==> config.mk <==
export PLATFORM = sky130hd
export DESIGN_NAME = output_voltage_fault_supervisor
export DESIGN_NICKNAME = d
export VERILOG_FILES = /design/src/include/uv_supervisor_pkg.sv /design/src/logic/output_voltage_fault_supervisor.sv
export SDC_FILE = /design/constraint.sdc
export NUM_CORES = 2
export LEC_CHECK = 0
export CAP_MARGIN = 20
export CORE_ASPECT_RATIO = 0.7
export CORE_MARGIN = 2
export CORE_UTILIZATION = 40
export DETAILED_ROUTE_END_ITERATION = 8
export DONT_BUFFER_PORTS = 1
export SLEW_MARGIN = 20
export SYNTH_ARGS = -nofsm -noshare
export SYNTH_HDL_FRONTEND = slang
export SYNTH_SLANG_ARGS = --single-unit
==> constraint.sdc <==
create_clock -name CLOCK -period 9.2 [get_ports CLOCK]
set_input_delay 0.46 -clock CLOCK [delete_from_list [all_inputs] [get_ports CLOCK]]
set_output_delay 0.46 -clock CLOCK [all_outputs]
set_load 0.01 [all_outputs]
==> src/include/uv_supervisor_pkg.sv <==
package uv_supervisor_pkg;

    localparam int          ADDR_W        = 8;
    localparam int          DATA_W        = 16;

    // Register index inside a channel page, channel on address bit 4
    localparam int          CH_BIT        = 4;
    localparam logic [3:0]  REG_CTRL      = 4'h0;
    localparam logic [3:0]  REG_VCMD      = 4'h1;
    localparam logic [3:0]  REG_UVF_LIM   = 4'h2;
    localparam logic [3:0]  REG_UVW_LIM   = 4'h3;
    localparam logic [3:0]  REG_VMIN      = 4'h4;
    localparam logic [3:0]  REG_VMAX      = 4'h5;
    localparam logic [3:0]  REG_MARGIN_HI = 4'h6;
    localparam logic [3:0]  REG_MARGIN_LO = 4'h7;
    localparam logic [3:0]  REG_TRIM      = 4'h8;
    localparam logic [3:0]  REG_DROOP     = 4'h9;
    localparam logic [3:0]  REG_TON_LIM   = 4'hA;
    localparam logic [3:0]  REG_OCF_LIM   = 4'hB;
    localparam logic [3:0]  REG_STATUS    = 4'hC;
    localparam logic [3:0]  REG_MASK      = 4'hD;
    localparam logic [3:0]  REG_TARGET    = 4'hE;
    localparam logic [3:0]  REG_SCALE     = 4'hF;

    // Control fields
    localparam int          CTRL_EN       = 0;
    localparam int          CTRL_UVF_ACT  = 1;
    localparam int          CTRL_TON_ACT  = 2;
    localparam int          CTRL_MSEL_LO  = 3;
    localparam int          CTRL_MSEL_HI  = 4;
    localparam logic [1:0]  MSEL_HIGH     = 2'h1;
    localparam logic [1:0]  MSEL_LOW      = 2'h2;

    // Status fields
    localparam int          ST_UVF        = 0;
    localparam int          ST_UVW        = 1;
    localparam int          ST_TON        = 2;
    localparam int          ST_MINMAX     = 3;
    localparam int          ST_W          = 4;

    // Values after reset, millivolts unless noted
    localparam logic [15:0] RST_CTRL      = 16'h0006;
    localparam logic [15:0] RST_VCMD      = 16'h03E8;
    localparam logic [15:0] RST_UVF_OFS   = 16'h0100;
    localparam logic [15:0] RST_UVW_OFS   = 16'h0080;
    localparam logic [15:0] RST_VMIN      = 16'h00FA;
    localparam logic [15:0] RST_VMAX      = 16'h157C;
    localparam logic [15:0] RST_MARGIN_HI = 16'h041A;
    localparam logic [15:0] RST_MARGIN_LO = 16'h03B6;
    localparam logic [15:0] RST_TRIM      = 16'h0000;
    localparam logic [15:0] RST_DROOP     = 16'h0000;
    localparam logic [15:0] RST_TON_LIM   = 16'h000A;
    localparam logic [15:0] RST_OCF_LIM   = 16'h0064;
    localparam logic [15:0] RST_MASK      = 16'h0000;
    localparam logic [1:0]  RST_SCALE     = 2'h0;

    // Offset quantisation
    localparam logic [15:0] UVF_STEP_MV   = 16'h0020;
    localparam logic [15:0] UVF_MIN_MV    = 16'h0020;
    localparam logic [15:0] UVF_MAX_MV    = 16'h01C0;
    localparam logic [15:0] UVW_STEP_MV   = 16'h0008;
    localparam logic [15:0] UVW_MIN_MV    = 16'h0018;
    localparam logic [15:0] UVW_MAX_MV    = 16'h01C0;

    // Droop in 1/16 milliohm, product shifted down to millivolts
    localparam int          DROOP_SHIFT   = 4;

    // Timing
    localparam int          CLK_HZ        = 20_000_000;
    localparam int          TON_TICK_US   = 1000;
    localparam int          TON_TICK_CYC  = CLK_HZ / 1_000_000 * TON_TICK_US;
    localparam int          RAMP_TICK_US  = 1;
    localparam int          RAMP_TICK_CYC = CLK_HZ / 1_000_000 * RAMP_TICK_US;
    localparam logic [15:0] RAMP_STEP_MV  = 16'h0001;

    typedef struct packed {
        logic [15:0] sense_plus_pin;
        logic [15:0] sense_minus_pin;
        logic [9:0]  iout;
    } telemetry_t;

    typedef enum logic [3:0] {
        CONV_OFF   = 4'b0001,
        CONV_RISE  = 4'b0010,
        CONV_REG   = 4'b0100,
        CONV_FAULT = 4'b1000
    } conv_t;

endpackage : uv_supervisor_pkg

==> src/logic/output_voltage_fault_supervisor.sv <==
`timescale 1ns/1ps
module output_voltage_fault_supervisor
    import uv_supervisor_pkg::*;
#(
    parameter int TON_TICK_CYCLES = TON_TICK_CYC
)
(
    input  wire logic                   CLOCK,
    input  wire logic                   RST_N,
    input  wire logic [ADDR_W-1:0]      ADDR,
    input  wire logic [DATA_W-1:0]      WDATA,
    input  wire logic                   WR_EN,
    input  wire logic                   RD_EN,
    output logic      [DATA_W-1:0]      RDATA,
    input  wire telemetry_t [1:0]       TELEMETRY,
    input  wire logic [1:0]             TELEMETRY_VALID,
    input  wire logic [1:0]             FIRST_PULSE,
    output logic      [1:0]             PHASE_TRISTATE,
    output logic      [1:0]             REGULATOR_READY_OUT,
    output logic      [1:0][15:0]       VOUT_TARGET,
    output logic                        SMBALERT_N
);

    function automatic logic hit(input logic [ADDR_W-1:0] a, input logic c,
                                 input logic [3:0] r);
        hit = (a[ADDR_W-1:CH_BIT+1] == '0) && (a[CH_BIT] == c) && (a[3:0] == r);
    endfunction : hit

    function automatic logic [15:0] quant(input logic [15:0] cmd, input logic [15:0] lim,
                                          input logic [1:0] sc, input logic [15:0] step,
                                          input logic [15:0] mn, input logic [15:0] mx);
        logic signed [16:0] d;
        logic signed [16:0] q;
        d = $signed({1'b0, cmd}) - $signed({1'b0, lim});
        q = d >>> sc;
        q = q & ~$signed({1'b0, step - 16'h0001});
        if (q < $signed({1'b0, mn}))
        begin
            q = $signed({1'b0, mn});
        end
        else if (q > $signed({1'b0, mx}))
        begin
            q = $signed({1'b0, mx});
        end
        quant = q[15:0];
    endfunction : quant

    function automatic logic signed [18:0] thresh(input logic [15:0] cmd,
                                                  input logic [15:0] ofs,
                                                  input logic [15:0] droop,
                                                  input logic [15:0] amps);
        logic [31:0] drop;
        drop = (droop * amps) >> DROOP_SHIFT;
        thresh = $signed({3'b000, cmd}) - $signed({3'b000, ofs})
               - $signed({1'b0, drop[17:0]});
    endfunction : thresh

    logic [15:0]        ctrl_reg      [2];
    logic [15:0]        vcmd_reg      [2];
    logic [15:0]        uvf_ofs_reg   [2];
    logic [15:0]        uvw_ofs_reg   [2];
    logic [15:0]        vmin_reg      [2];
    logic [15:0]        vmax_reg      [2];
    logic [15:0]        mhi_reg       [2];
    logic [15:0]        mlo_reg       [2];
    logic [15:0]        trim_reg      [2];
    logic [15:0]        droop_reg     [2];
    logic [15:0]        ton_lim_reg   [2];
    logic [15:0]        ocf_lim_reg   [2];
    logic [ST_W-1:0]    status_reg    [2];
    logic [ST_W-1:0]    mask_reg      [2];
    logic [1:0]         scale_reg     [2];
    logic [15:0]        target_reg    [2];
    logic [15:0]        ton_cnt_reg   [2];
    conv_t              state_reg     [2];
    conv_t              state_next    [2];
    logic [1:0]         uvf_evt;
    logic [1:0]         uvw_evt;
    logic [1:0]         ton_evt;
    logic [1:0]         reached;
    logic [1:0]         minmax_evt;
    logic [15:0]        clamped       [2];
    logic [31:0]        ms_cnt_reg;
    logic [31:0]        ramp_cnt_reg;
    logic               ms_tick;
    logic               ramp_tick;
    logic [15:0]        rd_next;

    // Tick dividers
    always_ff @(posedge CLOCK or negedge RST_N)
    begin
        if (!RST_N)
        begin
            ms_cnt_reg   <= '0;
            ramp_cnt_reg <= '0;
        end
        else
        begin
            ms_cnt_reg   <= ms_tick ? '0 : ms_cnt_reg + 32'h00000001;
            ramp_cnt_reg <= ramp_tick ? '0 : ramp_cnt_reg + 32'h00000001;
        end
    end

    assign ms_tick   = (ms_cnt_reg == 32'(TON_TICK_CYCLES - 1));
    assign ramp_tick = (ramp_cnt_reg == 32'(RAMP_TICK_CYC - 1));

    // Per-channel detection and state
    always_comb
    begin
        for (int c = 0; c < 2; c++)
        begin
            logic signed [18:0] vdiff;
            logic signed [18:0] req;
            logic [15:0]        base;
            logic               armed;
            base  = '0;
            req   = '0;
            vdiff = $signed({3'b000, TELEMETRY[c].sense_plus_pin})
                  - $signed({3'b000, TELEMETRY[c].sense_minus_pin});
            armed = (state_reg[c] == CONV_RISE) || (state_reg[c] == CONV_REG);
            uvf_evt[c] = TELEMETRY_VALID[c] && armed && ctrl_reg[c][CTRL_EN]
                       && (vdiff < thresh(vcmd_reg[c], uvf_ofs_reg[c], droop_reg[c],
                                          {6'h00, TELEMETRY[c].iout}));
            uvw_evt[c] = TELEMETRY_VALID[c] && (state_reg[c] == CONV_REG)
                       && (vdiff < thresh(vcmd_reg[c], uvw_ofs_reg[c], droop_reg[c],
                                          {6'h00, TELEMETRY[c].iout}));
            reached[c] = TELEMETRY_VALID[c]
                       && (vdiff > thresh(vcmd_reg[c], uvf_ofs_reg[c], droop_reg[c],
                                          ocf_lim_reg[c]));
            ton_evt[c] = (state_reg[c] == CONV_RISE) && ms_tick
                       && (ton_cnt_reg[c] == ton_lim_reg[c]);
            case (ctrl_reg[c][CTRL_MSEL_HI:CTRL_MSEL_LO])
                MSEL_HIGH: base = mhi_reg[c];
                MSEL_LOW:  base = mlo_reg[c];
                default:   base = vcmd_reg[c];
            endcase
            req = $signed({3'b000, base}) + $signed({{3{trim_reg[c][15]}}, trim_reg[c]});
            minmax_evt[c] = (req < $signed({3'b000, vmin_reg[c]}))
                          || (req > $signed({3'b000, vmax_reg[c]}));
            if (req < $signed({3'b000, vmin_reg[c]}))
            begin
                clamped[c] = vmin_reg[c];
            end
            else if (req > $signed({3'b000, vmax_reg[c]}))
            begin
                clamped[c] = vmax_reg[c];
            end
            else
            begin
                clamped[c] = req[15:0];
            end
            state_next[c] = state_reg[c];
            case (state_reg[c])
                CONV_OFF:
                begin
                    if (ctrl_reg[c][CTRL_EN] && FIRST_PULSE[c])
                    begin
                        state_next[c] = CONV_RISE;
                    end
                end
                CONV_RISE:
                begin
                    if (!ctrl_reg[c][CTRL_EN])
                    begin
                        state_next[c] = CONV_OFF;
                    end
                    else if (uvf_evt[c] && ctrl_reg[c][CTRL_UVF_ACT])
                    begin
                        state_next[c] = CONV_FAULT;
                    end
                    else if (ton_evt[c] && ctrl_reg[c][CTRL_TON_ACT])
                    begin
                        state_next[c] = CONV_FAULT;
                    end
                    else if (reached[c])
                    begin
                        state_next[c] = CONV_REG;
                    end
                end
                CONV_REG:
                begin
                    if (!ctrl_reg[c][CTRL_EN])
                    begin
                        state_next[c] = CONV_OFF;
                    end
                    else if (uvf_evt[c] && ctrl_reg[c][CTRL_UVF_ACT])
                    begin
                        state_next[c] = CONV_FAULT;
                    end
                end
                CONV_FAULT:
                begin
                    if (!ctrl_reg[c][CTRL_EN])
                    begin
                        state_next[c] = CONV_OFF;
                    end
                end
                default: state_next[c] = CONV_OFF;
            endcase
        end
    end

    // State, turn-on timer and target ramp
    always_ff @(posedge CLOCK or negedge RST_N)
    begin
        if (!RST_N)
        begin
            for (int c = 0; c < 2; c++)
            begin
                state_reg[c]   <= CONV_OFF;
                ton_cnt_reg[c] <= '0;
                target_reg[c]  <= RST_VCMD;
            end
        end
        else
        begin
            for (int c = 0; c < 2; c++)
            begin
                state_reg[c] <= state_next[c];
                if (state_reg[c] != CONV_RISE)
                begin
                    ton_cnt_reg[c] <= '0;
                end
                else if (ms_tick && ton_cnt_reg[c] != 16'hFFFF)
                begin
                    ton_cnt_reg[c] <= ton_cnt_reg[c] + 16'h0001;
                end
                if (ramp_tick)
                begin
                    if (target_reg[c] + RAMP_STEP_MV <= clamped[c])
                    begin
                        target_reg[c] <= target_reg[c] + RAMP_STEP_MV;
                    end
                    else if (target_reg[c] >= clamped[c] + RAMP_STEP_MV)
                    begin
                        target_reg[c] <= target_reg[c] - RAMP_STEP_MV;
                    end
                    else
                    begin
                        target_reg[c] <= clamped[c];
                    end
                end
            end
        end
    end

    // Software registers
    always_ff @(posedge CLOCK or negedge RST_N)
    begin
        if (!RST_N)
        begin
            for (int c = 0; c < 2; c++)
            begin
                ctrl_reg[c]    <= RST_CTRL;
                vcmd_reg[c]    <= RST_VCMD;
                uvf_ofs_reg[c] <= RST_UVF_OFS;
                uvw_ofs_reg[c] <= RST_UVW_OFS;
                vmin_reg[c]    <= RST_VMIN;
                vmax_reg[c]    <= RST_VMAX;
                mhi_reg[c]     <= RST_MARGIN_HI;
                mlo_reg[c]     <= RST_MARGIN_LO;
                trim_reg[c]    <= RST_TRIM;
                droop_reg[c]   <= RST_DROOP;
                ton_lim_reg[c] <= RST_TON_LIM;
                ocf_lim_reg[c] <= RST_OCF_LIM;
                mask_reg[c]    <= RST_MASK[ST_W-1:0];
                scale_reg[c]   <= RST_SCALE;
            end
        end
        else if (WR_EN)
        begin
            for (int c = 0; c < 2; c++)
            begin
                if (hit(ADDR, c[0], REG_CTRL))      ctrl_reg[c]    <= WDATA;
                if (hit(ADDR, c[0], REG_VCMD))      vcmd_reg[c]    <= WDATA;
                if (hit(ADDR, c[0], REG_UVF_LIM))
                begin
                    uvf_ofs_reg[c] <= quant(vcmd_reg[c], WDATA, scale_reg[c], UVF_STEP_MV,
                                            UVF_MIN_MV, UVF_MAX_MV);
                end
                if (hit(ADDR, c[0], REG_UVW_LIM))
                begin
                    uvw_ofs_reg[c] <= quant(vcmd_reg[c], WDATA, scale_reg[c], UVW_STEP_MV,
                                            UVW_MIN_MV, UVW_MAX_MV);
                end
                if (hit(ADDR, c[0], REG_VMIN))      vmin_reg[c]    <= WDATA;
                if (hit(ADDR, c[0], REG_VMAX))      vmax_reg[c]    <= WDATA;
                if (hit(ADDR, c[0], REG_MARGIN_HI)) mhi_reg[c]     <= WDATA;
                if (hit(ADDR, c[0], REG_MARGIN_LO)) mlo_reg[c]     <= WDATA;
                if (hit(ADDR, c[0], REG_TRIM))      trim_reg[c]    <= WDATA;
                if (hit(ADDR, c[0], REG_DROOP))     droop_reg[c]   <= WDATA;
                if (hit(ADDR, c[0], REG_TON_LIM))   ton_lim_reg[c] <= WDATA;
                if (hit(ADDR, c[0], REG_OCF_LIM))   ocf_lim_reg[c] <= WDATA;
                if (hit(ADDR, c[0], REG_MASK))      mask_reg[c]    <= WDATA[ST_W-1:0];
                if (hit(ADDR, c[0], REG_SCALE))     scale_reg[c]   <= WDATA[1:0];
            end
        end
    end

    // Sticky status, write one to clear, set wins
    always_ff @(posedge CLOCK or negedge RST_N)
    begin
        if (!RST_N)
        begin
            for (int c = 0; c < 2; c++)
            begin
                status_reg[c] <= '0;
            end
        end
        else
        begin
            for (int c = 0; c < 2; c++)
            begin
                logic [ST_W-1:0] clr;
                logic [ST_W-1:0] set;
                clr = (WR_EN && hit(ADDR, c[0], REG_STATUS)) ? WDATA[ST_W-1:0] : '0;
                set = '0;
                set[ST_UVF]    = uvf_evt[c];
                set[ST_UVW]    = uvw_evt[c];
                set[ST_TON]    = ton_evt[c];
                set[ST_MINMAX] = minmax_evt[c];
                status_reg[c] <= (status_reg[c] & ~clr) | set;
            end
        end
    end

    // Read data, one cycle after the strobe
    always_comb
    begin
        logic c;
        c = ADDR[CH_BIT];
        rd_next = '0;
        if (ADDR[ADDR_W-1:CH_BIT+1] == '0)
        begin
            case (ADDR[3:0])
                REG_CTRL:      rd_next = ctrl_reg[c];
                REG_VCMD:      rd_next = vcmd_reg[c];
                REG_UVF_LIM:   rd_next = vcmd_reg[c] - uvf_ofs_reg[c];
                REG_UVW_LIM:   rd_next = vcmd_reg[c] - uvw_ofs_reg[c];
                REG_VMIN:      rd_next = vmin_reg[c];
                REG_VMAX:      rd_next = vmax_reg[c];
                REG_MARGIN_HI: rd_next = mhi_reg[c];
                REG_MARGIN_LO: rd_next = mlo_reg[c];
                REG_TRIM:      rd_next = trim_reg[c];
                REG_DROOP:     rd_next = droop_reg[c];
                REG_TON_LIM:   rd_next = ton_lim_reg[c];
                REG_OCF_LIM:   rd_next = ocf_lim_reg[c];
                REG_STATUS:    rd_next = {{(16-ST_W){1'b0}}, status_reg[c]};
                REG_MASK:      rd_next = {{(16-ST_W){1'b0}}, mask_reg[c]};
                REG_TARGET:    rd_next = target_reg[c];
                REG_SCALE:     rd_next = {14'h0000, scale_reg[c]};
                default:       rd_next = '0;
            endcase
        end
    end

    // Outputs
    always_ff @(posedge CLOCK or negedge RST_N)
    begin
        if (!RST_N)
        begin
            RDATA               <= '0;
            PHASE_TRISTATE      <= '0;
            REGULATOR_READY_OUT <= '0;
            VOUT_TARGET         <= {RST_VCMD, RST_VCMD};
            SMBALERT_N          <= 1'b1;
        end
        else
        begin
            RDATA <= RD_EN ? rd_next : '0;
            for (int c = 0; c < 2; c++)
            begin
                PHASE_TRISTATE[c]      <= (state_next[c] == CONV_FAULT);
                REGULATOR_READY_OUT[c] <= (state_next[c] == CONV_REG);
                VOUT_TARGET[c]         <= target_reg[c];
            end
            SMBALERT_N <= ~(|(status_reg[0] & ~mask_reg[0])
                          | |(status_reg[1] & ~mask_reg[1]));
        end
    end

endmodule : output_voltage_fault_supervisor

# Word level (Yosys, flattened, before mapping)
# Index checks and enable logic that the tools add are counted.
[totals]
regBits = 593
latchBits = 0
ram_bits = 0
mem_bits_ro = 0
input_bits = 116
memories = 0
[op_classes]
n_addsub = 28
n_mul = 4
n_div = 0
n_lt_le_gt_ge = 23
n_eq_ne = 39
shifts = 2
muxes = 95
bitwise_logic = 14
reduce_logical = 96
[ops]
columns = ["cell", "n"]
rows = [
  ["16-bit two-way mux", 61],
  ["16-bit case mux with 16 select lines", 1],
  ["16-bit by 16-bit subtractor with 17-bit output", 8],
  ["17-bit by 19-bit subtractor with 19-bit output", 6],
  ["16-bit by 1-bit adder with 16-bit output (second input constant)", 6],
  ["4-bit two-way mux", 24],
  ["17-bit by 19-bit less-than comparator with 1-bit output", 4],
  ["17-bit by 10-bit greater-than comparator with 1-bit output (second input constant)", 4],
  ["32-bit by 1-bit adder with 32-bit output (second input constant)", 2],
  ["32-bit two-way mux", 2],
  ["16-bit case mux with 2 select lines", 2],
  ["1-bit logical AND", 58],
  ["2-bit AND reduction", 28],
  ["4-bit == test (second input constant)", 12],
  ["16-bit by 10-bit multiplier with 22-bit output", 2],
  ["16-bit by 16-bit multiplier with 22-bit output", 2],
  ["17-bit by 19-bit greater-than comparator with 1-bit output", 2],
  ["17-bit by 16-bit adder with 18-bit output", 2],
  ["18-bit by 17-bit greater-than comparator with 1-bit output", 2],
  ["18-bit by 17-bit less-than comparator with 1-bit output", 2],
  ["17-bit by 6-bit less-than comparator with 1-bit output (second input constant)", 2],
  ["17-bit by 7-bit less-than comparator with 1-bit output (second input constant)", 2],
  ["17-bit by 2-bit >>> shifter with 17-bit output", 2],
  ["16-bit == test", 2],
  ["27 further kinds", 63],
]

# Logic depth before layout (Yosys ltp)
[depth]
word_depth = 10
mapped_depth = 43
mapped_depth_nobuf = 40

# Worst setup path before layout
# Ideal clock, no wire load.
[synth_timing]
path_type = "register -> register"
start = "register ocf_lim_reg[18] (netlist name)"
end = "register REGULATOR_READY_OUT[0]"
arrival_time_ns = 8.133
path_slack_ns = 0.923
path_stages_with_launch = 33
path_buffers = 2
period_less_slack_ns = 8.277
cell_sequence = "dfstp_2 > clkbuf_1 > clkbuf_1 > nand2_1 > fa_1 > fa_1 > fa_1 > inv_1 > fa_1 > fa_1 > inv_1 > fa_1 > inv_1 > ha_1 > or2_2 > a21oi_1 > a21oi_1 > xnor2_1 > ha_1 > or3_1 > o311a_1 > o21a_1 > or2_2 > ha_1 > nand4_1 > nor2_1 > a2111oi_0 > o211ai_1 > o22ai_1 > mux2i_1 > nor2_1 > o21ai_0 > a211oi_1"
[synth_via]
elab_chain_cells = 10
[synth_lines]
columns = ["element", "line_no", "rtl"]
rows = [
  ["from (decl)", "output_voltage_fault_supervisor.sv:69", "logic [15:0] ocf_lim_reg [2];"],
  ["from (signal, indexed assignment)", "output_voltage_fault_supervisor.sv:265", "ocf_lim_reg[c] <= RST_OCF_LIM;"],
  ["from (signal, indexed assignment)", "output_voltage_fault_supervisor.sv:293", "if (hit(ADDR, c[0], REG_OCF_LIM)) ocf_lim_reg[c] <= WDATA;"],
  ["16-bit by 16-bit multiplier with 22-bit output", "output_voltage_fault_supervisor.sv:53", "drop = (droop * amps) >> DROOP_SHIFT;"],
  ["17-bit by 19-bit subtractor with 19-bit output", "output_voltage_fault_supervisor.sv:55", "- $signed({1'b0, drop[17:0]});"],
  ["17-bit by 19-bit greater-than comparator with 1-bit output", "output_voltage_fault_supervisor.sv:128", "&& (vdiff > thresh(vcmd_reg[c], uvf_ofs_reg[c], droop_reg[c],"],
  ["1-bit logical AND", "output_voltage_fault_supervisor.sv:128", ""],
  ["4-bit two-way mux", "output_voltage_fault_supervisor.sv:175", "else if (reached[c])"],
  ["4-bit two-way mux", "output_voltage_fault_supervisor.sv:171", "else if (ton_evt[c] && ctrl_reg[c][CTRL_TON_ACT])"],
  ["4-bit two-way mux", "output_voltage_fault_supervisor.sv:167", "else if (uvf_evt[c] && ctrl_reg[c][CTRL_UVF_ACT])"],
  ["4-bit two-way mux", "output_voltage_fault_supervisor.sv:163", "if (!ctrl_reg[c][CTRL_EN])"],
  ["4-bit case mux with 4 select lines", "output_voltage_fault_supervisor.sv:153", "case (state_reg[c])"],
  ["4-bit by 3-bit == test with 1-bit output", "output_voltage_fault_supervisor.sv:374", "REGULATOR_READY_OUT[c] <= (state_next[c] == CONV_REG);"],
  ["to (signal, indexed assignment)", "output_voltage_fault_supervisor.sv:374", ""],
  ["to (decl)", "output_voltage_fault_supervisor.sv:19", "output logic [1:0] REGULATOR_READY_OUT,"],
]
# Every way passes these cells.
# A chain may end at the register's enable or synchronous reset.

==> metrics.md <==
| Metric | Value |
|---|---|
| Status | `completed` |
| Most numerous cell in the Yosys netlist | `inv_1` |
| Average wire per standard cell | `24.1 um` |
| Critical path type | `register to register` |
| Max-Cap Viols | `0` |
| Area delta synth->final | `8.57%` |
| Met1 usage | `40.9%` |
| Final setup viols | `0` |
| Vias per inst | `5.77` |
| Number of CTS-inserted buffers | `70` |
| Final Slew Violations | `0` |
| Synthesis Warnings | `0` |
| Post-synth net total | `9,191` |
| Skew final | `0.0344 ns` |
| Postcts setup bufs | `0` |
| FP Rows | `126` |
| Drc violations | `0` |
| Hold Path Cell Cnt | `4` |
| Fin nets | `9,112` |
| Total track usage | `27.8%` |
| Post-synthesis async set-or-reset flop share | `100%` |
| DRT Wirelength | `243 mm` |
| Die height | `349 um` |
| Cell mode on critical path | `fa_1` |
| Fmax | `113 MHz` |
| Post-synthesis cell type count | `101` |
| Fill cells | `16.5k` |
| Synthesized flop and latch total | `577` |
| Initial Utilization | `40.3%` |
| Slew HR | `11.2%` |
| Sw frac | `40.6%` |
| Period utilisation layout | `96.1%` |
| Syn Inst Count | `7,844` |
| Slowest stage delay, CP | `0.86 ns` |
| Met2 Track Usage GR | `39.8%` |
| Vias in the first global route | `56.2k` |
| Critical path fanouts, max | `15` |
| Placer Congestion | `1.01` |
| Area leader, netlist | `dfrtp_1` |
| Busiest layer in global routing | `met1` |
| Clock buffer depth | `3` |
| Core area | `169,000 sq um` |
| Hold Fails Final Rpt | `0` |
| Worst-margin pin slew | `1.33 ns` |
| Critical-path top delay cell | `dfrtp_1` |
| Die footprint | `173,000 sq um` |
| RSZ-0062 raised after global routing | `no` |
| Mapped Area | `67,800 sq um` |
| Synth area leaders | `dfrtp_1 17%, fa_1 15%, ha_1 13%` |
| Worst hold path class | `input pin to register` |
| Die width | `496 um` |
| Peak VDD IR | `114 uV` |
| Sw Pwr | `4.27 mW` |
| PortBufs | `0` |
| GR Overflow Total | `0` |
| Top-area cell type share of the netlist area | `17.3%` |
| Largest net degree at the start of global routing | `578` |
| Area of the multi-input gates | `48,200 sq um` |
| PwrDens | `143 nW/um^2` |
| Worst skew pair latency | `0.70 ns` |
| 1st-iter DRT viols | `6,522` |
| Sequential cell area fraction in the yosys report | `21.5%` |
| Antenna Nets Post-Route | `0` |
| Clk sinks | `577` |
| Reg2reg path depth | `34` |
| Comb power frac | `43.6%` |
| H-tree depth | `3` |
| Sequential power share | `28.2%` |
| Crit end category | `register` |
| Met3 Resource Use GR | `6.49%` |
| First-pass GRT wire length | `364 mm` |
| Internal Pwr Total | `6.27 mW` |
| I/O Pins | `169` |
| Via count | `58.2k` |
| Layout cells sized above 1 | `8.92%` |
| Reg clk slew, reported paths | `0.06 ns` |
| DPL Wire Length | `187 mm` |
| Synthesized area per cell | `8.65 sq um` |
| Post-synth top flop | `dfrtp_1` |
| Worst EP required | `9.76 ns` |
| CTS tree | `done` |
| Hold_ws | `0.0475 ns` |
| Number of synthesized flops with an enable pin | `0` |
| Worst Path Arrival | `9.40 ns` |
| Drt pass-1 iters | `9` |
| Minimum clock period | `8.84 ns` |
| Synth cell count leaders | `1,000 x inv_1, 962 x nand2_1, 708 x ha_1, 523 x fa_1, 511 x o21ai_0` |
| Worst setup SP type | `register` |
| Register area | `14,600 sq um` |
| CTS root buf | `clkbuf_16` |
| TNS Setup | `0 ns` |
| Initial antenna violation count | `25` |
| Clock share of power | `28.2%` |
| P_leak | `35.1 nW` |
==> cells in the final DEF (no fill, tap or decap), drive strengths merged, types with 51 or more instances in the layout <==
cell type / count
a21o: 130
a21oi: 295
a22oi: 89
a31oi: 52
and2: 340
and3: 58
buf: 195
clkbuf: 99
dfrtp: 470
dfstp: 107
fa: 523
ha: 708
inv: 1008
mux2: 165
mux2i: 133
nand2: 962
nand2b: 74
nand3: 153
nor2: 323
nor2b: 64
nor3: 122
o21ai: 519
o22ai: 51
or3: 51
xnor2: 308
xor2: 174
==> worst paths after layout <==
check | slack (ns) | to | startpoint
setup reg to reg | 0.36 | state_reg[2] | ocf_lim_reg[3]
min in group asynchronous | 0.31 | vmax_reg[19] | RST_N
hold reg to reg | 0.43 | VOUT_TARGET[21] | target_reg[5]
hold / removal | 0.05 | status_reg[5] | TELEMETRY_VALID[0]
setup / recovery | 0.36 | state_reg[2] | ocf_lim_reg[3]
max in group asynchronous | 6.59 | droop_reg[2] | RST_N
==> routing by layer <==
layer  up-vias  part of all wire (%)
li1      26300                     -
met1     28900                    46
met2      2593                    41
met3       410                   9.7
met4         6                   3.6
met5         -                 0.020
==> critical path, delay by kind of cell (launching register included) <==
kind                       cells  cell delay (ns)
AOI/OAI and AO/OA             15             2.93
xor gates and xnor gates       2             0.36
adders and majority gates      9             3.65
buffers and inverters          3             0.14
DFF                            1             0.86
muxes                          1             0.20
and+or+nand+nor                4             0.58
==> layout make-up <==
type                    instances  area share [%]
clock inverters                30           0.486
clock buffers                  99            2.77
flip-flops and latches        577            19.8
repair buffers                214            2.39
multi-input cells            5901            65.5
inverters                    1001            5.10
well taps                    2240            3.81
diodes                         35           0.119
==> power by group through the flow <==
stage          combinational, mW  sequential, mW  clock, mW
3_3_place_gp                4.27            3.00          0
6_report                    4.59            2.97       2.98
2_1_floorplan               3.28            2.82          0
3_5_place_dp                4.35            3.00          0
4_1_cts                     4.43            2.95       3.01
5_1_grt                     5.09            2.98       3.11
==> metrics by stage <==
stage | power, mW | cell area [sq um] | setup slack, ns | util (%) | cells
5_1_grt | 11.2 | 73600 | 0.00543 | 43.7 | 10100
4_1_cts | 10.4 | 73300 | 0.290 | 43.5 | 10100
6_report | 10.5 | 73600 | 0.359 | 43.7 | 10100
3_3_place_gp | 7.27 | 70700 | 0.482 | 42.0 | 9909
3_5_place_dp | 7.35 | 70700 | 0.295 | 42.0 | 9909
2_1_floorplan | 6.10 | 67800 | 0.923 | - | 7844
==> cell families after synthesis <==
| group | share of synthesized area (%) |
|---|---|
| mux | 5.03 |
| buf+inv | 7.60 |
| fa+ha+maj | 28.5 |
| xor+xnor | 6.22 |
| flops | 21.5 |
| compound gates | 14.8 |
| simple gates | 16.4 |
==> timing repair <==
action                                  in CTS  in global routing
endpoints found under the hold margin      710                102
hold buffers                                19                  1
resized for setup                            0                 38
endpoints found under the setup margin       0                 40
(Power assumes the default switching activity.)
